File: config.mk
export PLATFORM = sky130hd
export DESIGN_NAME = bcd_pressure_output_port
export DESIGN_NICKNAME = d
export VERILOG_FILES = /design/src/rtl/bcd_port_pkg.sv /design/src/rtl/cycle_timer.sv /design/src/rtl/bcd_pressure_output_port.sv
export SDC_FILE = /design/constraint.sdc
export NUM_CORES = 1
export LEC_CHECK = 0
export BUFFER_PORTS_ARGS = -buffer_cell sky130_fd_sc_hd__buf_2
export CORE_MARGIN = 3
export CORE_UTILIZATION = 40
export DETAILED_ROUTE_END_ITERATION = 6
export SETUP_SLACK_MARGIN = 0.1
export SYNTH_ARGS = -nofsm -noshare
export SYNTH_HDL_FRONTEND = slang
export SYNTH_SLANG_ARGS = --single-unit
export TNS_END_PERCENT = 20
File: constraint.sdc
create_clock -name clk_sys_in -period 3.8 [get_ports clk_sys_in]
set_clock_uncertainty 0.05 [all_clocks]
set_input_delay 0.38 -clock clk_sys_in [delete_from_list [all_inputs] [get_ports clk_sys_in]]
set_output_delay 0.38 -clock clk_sys_in [all_outputs]
set_load 0.02 [all_outputs]
File: src/rtl/bcd_port_pkg.sv
// Constants and types shared by the parallel BCD pressure output port
package bcd_port_pkg;
	localparam int unsigned CLK_HZ       = 20_000_000;
	localparam int unsigned STROBE_US    = 10;
	localparam int unsigned REFRESH_MS   = 500;
	localparam int unsigned LOCK_S       = 5;
	localparam int unsigned STROBE_CYC   = STROBE_US * (CLK_HZ / 1_000_000);
	localparam int unsigned REFRESH_CYC  = REFRESH_MS * (CLK_HZ / 1000);
	localparam int unsigned LOCK_CYC     = LOCK_S * CLK_HZ;
	localparam int unsigned TMR_W        = 27;

	// Function codes entered on the keypad
	localparam logic [4:0] FC_FACTORY = 5'h00;
	localparam logic [4:0] FC_GROUP1  = 5'h05;
	localparam logic [4:0] FC_GROUP2  = 5'h06;

	// Pressure word: mantissa X.XX, exponent sign, tens bit, ones digit
	localparam int unsigned PW_W       = 18;
	localparam int unsigned PW_ONES_LO = 14;
	localparam int unsigned PW_TENTH_LO = 10;
	localparam int unsigned PW_HUND_LO = 6;
	localparam int unsigned PW_SIGN    = 5;
	localparam int unsigned PW_ETENS   = 4;
	localparam int unsigned PW_EONES_LO = 0;
	typedef logic [PW_W-1:0] pword_t;

	// Full scale per unit: 1.00e+3 Torr, 1.33e+3 mbar, 1.33e+5 Pa
	localparam pword_t MAX_TORR = 18'h04023;
	localparam pword_t MAX_MBAR = 18'h04ce3;
	localparam pword_t MAX_PA   = 18'h04ce5;
	localparam pword_t WORD_RST = 18'h00000;

	localparam logic [1:0] UNIT_TORR = 2'h0;
	localparam logic [1:0] UNIT_MBAR = 2'h1;

	typedef enum logic [1:0] {SRC_ION, SRC_CONV, SRC_SYSTEM, SRC_DISPLAY} src_e;
	typedef enum logic {PROG_IDLE, PROG_SHOW} prog_e;
	localparam src_e SRC_RST = SRC_ION;
endpackage

File: src/rtl/cycle_timer.sv
// Loadable down counter used for refresh period, strobe width and lock
`timescale 1ns/10ps
module cycle_timer #(
	parameter int unsigned W = 8
) (
	input  wire logic         clk_sys_in,
	input  wire logic         rst_n_in,
	input  wire logic         load_in,
	input  wire logic [W-1:0] load_val_in,
	output logic              busy_out
);
	typedef struct packed {
		logic [W-1:0] count;
	} tmr_s;

	tmr_s st_ff;
	tmr_s nxt_st;

	always_comb
	begin
		nxt_st = st_ff;
		if (load_in)
			nxt_st.count = load_val_in;
		else if (st_ff.count != '0)
			nxt_st.count = st_ff.count - 1'b1;
	end

	always_ff @(posedge clk_sys_in or negedge rst_n_in)
	begin
		if (!rst_n_in)
			st_ff <= '0;
		else
			st_ff <= nxt_st;
	end

	assign busy_out = (st_ff.count != '0);
endmodule

File: src/rtl/bcd_pressure_output_port.sv
// Parallel BCD pressure output port for one display group
`timescale 1ns/10ps
module bcd_pressure_output_port #(
	parameter int unsigned REFRESH_CYC = bcd_port_pkg::REFRESH_CYC,
	parameter int unsigned LOCK_CYC    = bcd_port_pkg::LOCK_CYC
) (
	input  wire logic                       clk_sys_in,
	input  wire logic                       rst_n_in,
	input  wire logic                       float_in,
	input  wire logic                       hold_n_in,
	input  wire logic                       group_sel_in,
	input  wire logic                       unlocked_in,
	input  wire logic                       key_enter_in,
	input  wire logic                       key_select_in,
	input  wire logic [4:0]                 func_code_in,
	input  wire logic [1:0]                 unit_in,
	input  wire logic                       conv_present_in,
	input  wire logic [1:0]                 ion_on_in,
	input  wire logic [1:0]                 disp_ion_in,
	input  wire logic [1:0]                 degas_in,
	input  wire logic                       trouble_in,
	input  wire bcd_port_pkg::pword_t       ion_p_g1_in,
	input  wire bcd_port_pkg::pword_t       ion_p_g2_in,
	input  wire bcd_port_pkg::pword_t       conv_p_g1_in,
	input  wire bcd_port_pkg::pword_t       conv_p_g2_in,
	input  wire bcd_port_pkg::pword_t       disp_p_g1_in,
	input  wire bcd_port_pkg::pword_t       disp_p_g2_in,
	output logic [3:0]                      mant_ones_out,
	output logic [3:0]                      mant_tenths_out,
	output logic [3:0]                      mant_hund_out,
	output logic                            exp_sign_out,
	output logic                            exp_tens_out,
	output logic [3:0]                      exp_ones_out,
	output logic                            gauge_ion_out,
	output logic                            degas_out,
	output logic                            trouble_out,
	output logic                            data_oe_n_out,
	output logic                            refresh_busy_out,
	output logic                            show_ion_led_out,
	output logic                            show_conv_led_out,
	output logic                            security_red_out
);
	typedef struct packed {
		bcd_port_pkg::prog_e  prog;
		bcd_port_pkg::src_e   src;
		bcd_port_pkg::src_e   cand;
		logic                 pend;
		logic                 oe_n;
		bcd_port_pkg::pword_t word;
		logic [2:0]           stat;
	} port_s;

	localparam port_s ST_RST = '{
		prog: bcd_port_pkg::PROG_IDLE,
		src:  bcd_port_pkg::SRC_RST,
		cand: bcd_port_pkg::SRC_RST,
		pend: 1'b0,
		oe_n: 1'b1,
		word: bcd_port_pkg::WORD_RST,
		stat: 3'h0
	};

	port_s st_ff;
	port_s nxt_st;

	logic                 ref_busy;
	logic                 stb_busy;
	logic                 lock_busy;
	logic                 strobe_go;
	logic                 fact_go;
	logic                 may_change;
	logic [4:0]           my_code;
	bcd_port_pkg::pword_t ion_p;
	bcd_port_pkg::pword_t conv_p;
	bcd_port_pkg::pword_t disp_p;
	bcd_port_pkg::pword_t max_p;
	bcd_port_pkg::pword_t conv_or_max;
	bcd_port_pkg::pword_t pick;
	logic                 pick_ion;

	// Group selected by the card jumper
	assign my_code = group_sel_in ? bcd_port_pkg::FC_GROUP2
		: bcd_port_pkg::FC_GROUP1;
	assign ion_p  = group_sel_in ? ion_p_g2_in  : ion_p_g1_in;
	assign conv_p = group_sel_in ? conv_p_g2_in : conv_p_g1_in;
	assign disp_p = group_sel_in ? disp_p_g2_in : disp_p_g1_in;

	always_comb
	begin
		case (unit_in)
			bcd_port_pkg::UNIT_TORR: max_p = bcd_port_pkg::MAX_TORR;
			bcd_port_pkg::UNIT_MBAR: max_p = bcd_port_pkg::MAX_MBAR;
			default:                 max_p = bcd_port_pkg::MAX_PA;
		endcase
	end

	// Missing convection gauge reads as full scale
	assign conv_or_max = conv_present_in ? conv_p : max_p;

	always_comb
	begin
		case (st_ff.src)
			bcd_port_pkg::SRC_ION:
			begin
				pick     = ion_p;
				pick_ion = 1'b1;
			end
			bcd_port_pkg::SRC_CONV:
			begin
				pick     = conv_or_max;
				pick_ion = 1'b0;
			end
			bcd_port_pkg::SRC_SYSTEM:
			begin
				pick     = ion_on_in[group_sel_in] ? ion_p : conv_or_max;
				pick_ion = ion_on_in[group_sel_in];
			end
			default:
			begin
				pick     = disp_p;
				pick_ion = disp_ion_in[group_sel_in];
			end
		endcase
	end

	// Refresh every period unless the reader holds the data
	assign strobe_go = !ref_busy && hold_n_in;

	// A running factory restore also counts as locked
	assign may_change = unlocked_in && !lock_busy;
	assign fact_go = (st_ff.prog == bcd_port_pkg::PROG_IDLE) && key_enter_in
		&& (func_code_in == bcd_port_pkg::FC_FACTORY) && may_change;

	cycle_timer #(.W(bcd_port_pkg::TMR_W)) u_refresh (
		.clk_sys_in  (clk_sys_in),
		.rst_n_in    (rst_n_in),
		.load_in     (!ref_busy),
		.load_val_in (bcd_port_pkg::TMR_W'(REFRESH_CYC - 1)),
		.busy_out    (ref_busy)
	);

	cycle_timer #(.W(bcd_port_pkg::TMR_W)) u_strobe (
		.clk_sys_in  (clk_sys_in),
		.rst_n_in    (rst_n_in),
		.load_in     (strobe_go),
		.load_val_in (bcd_port_pkg::TMR_W'(bcd_port_pkg::STROBE_CYC)),
		.busy_out    (stb_busy)
	);

	cycle_timer #(.W(bcd_port_pkg::TMR_W)) u_lock (
		.clk_sys_in  (clk_sys_in),
		.rst_n_in    (rst_n_in),
		.load_in     (fact_go),
		.load_val_in (bcd_port_pkg::TMR_W'(LOCK_CYC)),
		.busy_out    (lock_busy)
	);

	always_comb
	begin
		nxt_st      = st_ff;
		nxt_st.oe_n = float_in;
		nxt_st.pend = strobe_go;
		// Load one cycle after the strobe rises so data moves inside it
		if (st_ff.pend && hold_n_in)
		begin
			nxt_st.word = pick;
			nxt_st.stat = {pick_ion, degas_in[group_sel_in], trouble_in};
		end
		case (st_ff.prog)
			bcd_port_pkg::PROG_IDLE:
			begin
				if (fact_go)
					nxt_st.src = bcd_port_pkg::SRC_RST;
				else if (key_enter_in && func_code_in == my_code)
				begin
					nxt_st.prog = bcd_port_pkg::PROG_SHOW;
					nxt_st.cand = st_ff.src;
				end
			end
			bcd_port_pkg::PROG_SHOW:
			begin
				if (key_enter_in)
				begin
					// Locked confirm just leaves, view only
					if (may_change)
						nxt_st.src = st_ff.cand;
					nxt_st.prog = bcd_port_pkg::PROG_IDLE;
				end
				else if (key_select_in)
					nxt_st.cand = bcd_port_pkg::src_e'(st_ff.cand + 2'h1);
			end
			default:
				nxt_st.prog = bcd_port_pkg::PROG_IDLE;
		endcase
	end

	always_ff @(posedge clk_sys_in or negedge rst_n_in)
	begin
		if (!rst_n_in)
			st_ff <= ST_RST;
		else
			st_ff <= nxt_st;
	end

	// Digits as 8-4-2-1 positive true nibbles
	assign mant_ones_out   = st_ff.word[bcd_port_pkg::PW_ONES_LO +: 4];
	assign mant_tenths_out = st_ff.word[bcd_port_pkg::PW_TENTH_LO +: 4];
	assign mant_hund_out   = st_ff.word[bcd_port_pkg::PW_HUND_LO +: 4];
	assign exp_sign_out    = st_ff.word[bcd_port_pkg::PW_SIGN];
	assign exp_tens_out    = st_ff.word[bcd_port_pkg::PW_ETENS];
	assign exp_ones_out    = st_ff.word[bcd_port_pkg::PW_EONES_LO +: 4];
	assign gauge_ion_out   = st_ff.stat[2];
	assign degas_out       = st_ff.stat[1];
	assign trouble_out     = st_ff.stat[0];
	assign data_oe_n_out   = st_ff.oe_n;
	assign refresh_busy_out = stb_busy;
	// Lamps: system lights both, display lights neither
	assign show_ion_led_out = (st_ff.prog == bcd_port_pkg::PROG_SHOW)
		&& (st_ff.cand == bcd_port_pkg::SRC_ION
		|| st_ff.cand == bcd_port_pkg::SRC_SYSTEM);
	assign show_conv_led_out = (st_ff.prog == bcd_port_pkg::PROG_SHOW)
		&& (st_ff.cand == bcd_port_pkg::SRC_CONV
		|| st_ff.cand == bcd_port_pkg::SRC_SYSTEM);
	assign security_red_out = !may_change;

	localparam int STB_M1 = 199;
endmodule

==> results.sh <==
export IMPL_area_delta_synth_final_pct=17.3
export IMPL_die_area_um2=17800
export IMPL_path_depth=5
export IMPL_core_area_um2=15500
export IMPL_critPathCapture="refresh_busy_out"
export IMPL_r2r_end="u_lock.st_ff[21]"
export IMPL_drc_errors=0
export IMPL_cp_max_fo=10
export IMPL_setup_tns_ns=0
export IMPL_yosysTopAreaCell="dfrtp_1"
export IMPL_cts_sinks=109
export IMPL_antenna_left=0
export IMPL_fin_crit_ns=2.94
export IMPL_die_y_um=134
export IMPL_maxSlewHeadroom=0.420
export IMPL_wl_met2_mm=8.15
export IMPL_grt_pass1_vias=5708
export IMPL_cts_htree_levels=3
export IMPL_ir_worst_vdd_mv=0.195
export IMPL_postSynthAreaPerCell_um2=9.56
export IMPL_dr_wl_met3_um=930
export IMPL_synthMuxAreaShare=0.104
export IMPL_min_path_type="input pin to register"
export IMPL_postCtsResizedCells=0
export IMPL_top_layer="met4"
export IMPL_yosys_register_bits=109
export IMPL_synth_simple_area_share=0.221
export IMPL_numCtsBuffers=9
export IMPL_worstRegToRegCells=5
export IMPL_num_rows=45
export IMPL_hold_buffers=0
export IMPL_synth_xor_area_frac=0.0485
export IMPL_wl_mm=16.8
export IMPL_finish_utilization=0.491
export IMPL_root_buffer="clkbuf_16"
export IMPL_synth_edf_count=0
export IMPL_path_buf_inv=2
export IMPL_synth_cells=680
export IMPL_rsz0062_at_grt="no"
export IMPL_synth_area_leaders="dfrtp_1 42%, mux2i_1 7.2%, nor2_1 3.2%, mux2_2 3.1%, o21ai_0 2.9%"
export IMPL_synth_compound_area_share=0.146
export IMPL_r2r_slack_ns=1.13
export IMPL_synth_top_area_frac=0.416
export IMPL_vias=5708
export IMPL_cp_arrival_ns=2.51
export IMPL_via_per_inst=5.60
export IMPL_antenna_found_initial=0
export IMPL_leakagePower_nw=3.41
export IMPL_cp_end_kind="output pin"
export IMPL_drtIter0Drc=350
export IMPL_die_w_um=134
export IMPL_first_pass_iters=4
export IMPL_grt_max_degree=69
export IMPL_grt_pass1_wl_mm=28.0
export IMPL_synth_flop_cell="dfrtp_1"
export IMPL_antenna_cells=0
export IMPL_track_usage=0.188
export IMPL_tritoncts="done"
export IMPL_crit_path_start_kind="register"
export IMPL_crit_chain="nor4_1 -> nand4_2 -> nor3_4 -> clkinv_1 -> buf_2"
export IMPL_cpPeakStageDelay_ns=0.50
export IMPL_outcome="complete, no violations"
export IMPL_routabilityCongestion=0.805
export IMPL_maxCapViolCount=0
export IMPL_critPathKind="register to output pin"
export IMPL_worstPathRequired_ns=3.37
export IMPL_dp_hpwl_mm=12.5
export IMPL_clk_latency_ns=0.35
export IMPL_ys_warnings_count=0
export IMPL_io_pin_count=157
export IMPL_max_freq_mhz=340
export IMPL_synth_top_family_by_area="simple AND/OR/NAND/NOR gates"
export IMPL_drive_gt1_frac=0.266
export IMPL_async_reset_ff_frac=1.00
export IMPL_critPathSlowestCell="nor4_1"
export IMPL_clockBufferDepth=2
export IMPL_cts_clk_slew_worst_paths_ns=0.07
export IMPL_start_util=0.419
export IMPL_tightest_slew_ns=0.870
export IMPL_power_density_nw_per_um2=366
export IMPL_cp_top_family="simple AND/OR/NAND/NOR gates"
export IMPL_synth_seq_area_share=0.420
export IMPL_numPortBuffers=156
export IMPL_rr_startpoint="u_lock.st_ff[21]"
export IMPL_cts_setup_buffers=0
export IMPL_finalCritPeriodShare=0.774
export IMPL_cp_startpoint="u_strobe.st_ff[7]"
export IMPL_synth_cell_types=61
export IMPL_hold_viol_final=0
export IMPL_wire_per_inst_um=16.5
export IMPL_m1WireLength_mm=7.40
export IMPL_setup_viol=0
export IMPL_synth_area_um2=6500
export IMPL_mappedNetlistNets=817
export IMPL_n_fill_cell=1486
export IMPL_synth_adder_area_share=0.0115
export IMPL_fin_nets=940
export IMPL_grt_overflow=0
export IMPL_slew_viol_final=0
-- through the flow --
| step | hold WS [ns] | setup WS [ns] | power (W) | instances | instance area (um^2) |
|---|---|---|---|---|---|
| after global placement | 0.410 | 1.22 | 0.00184 | 1003 | 7330 |
| final | 0.0692 | 0.858 | 0.00279 | 1019 | 7630 |
| after floorplan | 0.0344 | 1.43 | 0.00168 | 680 | 6500 |
| after global routing | 0.0608 | 0.698 | 0.00294 | 1019 | 7630 |
| after CTS | 0.0541 | 0.854 | 0.00283 | 1019 | 7630 |
| after detailed placement | 0.415 | 1.14 | 0.00186 | 1003 | 7330 |
-- worst register-to-register path, delay by kind of cell (launching register included) --
family             cells  cell delay (ns)
AOI/OAI and AO/OA      1             0.75
DFF                    1             0.40
and+or+nand+nor        4             1.35
-- cells in the mapped netlist (all sizes together), types with 2 or more instances --
cell	number
nor4b	6
nor4	15
o31ai	5
nand2	45
clkbuf	20
xor2	20
o211ai	11
a211oi	3
and4	4
or4	21
o22ai	2
nand2b	2
and2	5
or2	4
nand4	5
mux2	18
a21o	3
dfrtp	108
nand3	32
a21oi	25
and3	5
inv	14
a31oi	12
xnor2	16
o22a	7
a311oi	2
o21ai	39
o41ai	6
or3	19
ha	6
a22o	11
nor2	56
buf	29
o221ai	8
nand3b	4
o311ai	4
mux2i	47
nor3	31
-- layout make-up --
class / instances / area [um^2] / area share
clock buffers: 11 / 243 / 0.0318
clock inverters: 5 / 60.1 / 0.00787
inverters: 15 / 56.3 / 0.00738
multi-input cells: 507 / 3460 / 0.453
flip-flops and latches: 109 / 2730 / 0.358
well taps: 211 / 264 / 0.0346
repair buffers: 161 / 821 / 0.108
-- placed cells by master, fill, tap and decap left out, types with 5 or more instances in the layout --
cell type / instances
buf_2: 155
dfrtp_1: 108
nor2_1: 56
mux2i_1: 47
nand2_1: 45
o21ai_0: 38
nand3_1: 31
nor3_1: 29
a21oi_1: 25
xor2_1: 20
or3_1: 18
mux2_2: 18
or4_1: 16
xnor2_1: 16
inv_1: 14
a31oi_1: 12
nor4_1: 11
o211ai_1: 11
a22o_1: 11
clkbuf_16: 9
o221ai_1: 8
o22a_1: 7
nor4b_1: 6
o41ai_1: 6
ha_1: 6
buf_4: 6
and2_1: 5
and3_1: 5
o31ai_1: 5
-- metal layers --
| layer | up-vias | GRT usage |
|---|---|---|
| li1 | 2771 | - |
| met1 | 2767 | 0.246 |
| met4 | 0 | 0.0491 |
| met3 | 21 | 0.0438 |
| met2 | 149 | 0.315 |
| met5 | - | 0 |
-- report_power, final --
group | switching [W] | internal [W]
clock network | 0.000427 | 0.000531
registers | 0.0000999 | 0.00125
logic | 0.000276 | 0.000212
total | 0.000803 | 0.00199
-- sequential cells by signal, summed over array words and instances, names as in the netlist --
register	flops
st_ff	6
mant_ones_out	4
mant_tenths_out	4
exp_ones_out	4
u_lock.st_ff	27
exp_tens_out	1
trouble_out	1
exp_sign_out	1
degas_out	1
data_oe_n_out	1
mant_hund_out	4
u_refresh.st_ff	27
u_strobe.st_ff	27
gauge_ion_out	1
-- logic make-up after synthesis --
group	Yosys count
xor+xnor	36
buf+inv	64
fa+ha+maj	6
simple gates	258
compound gates	142
mux	65
flops	109
-- worst min-delay path by stage --
| stage | start | slack, ns | end | cells past startpoint |
|---|---|---|---|---|
| after global routing | float_in | 0.06 | data_oe_n_out | 1 |
| final | float_in | 0.07 | data_oe_n_out | 1 |
| after global placement | trouble_out | 0.41 | trouble_out | 2 |
| after CTS | float_in | 0.05 | data_oe_n_out | 1 |
| after detailed placement | u_lock.st_ff[4] | 0.41 | u_lock.st_ff[4] | 1 |
| after floorplan | rst_n_in | 0.03 | degas_out | 0 |
Power figures use the tool's default switching activity.
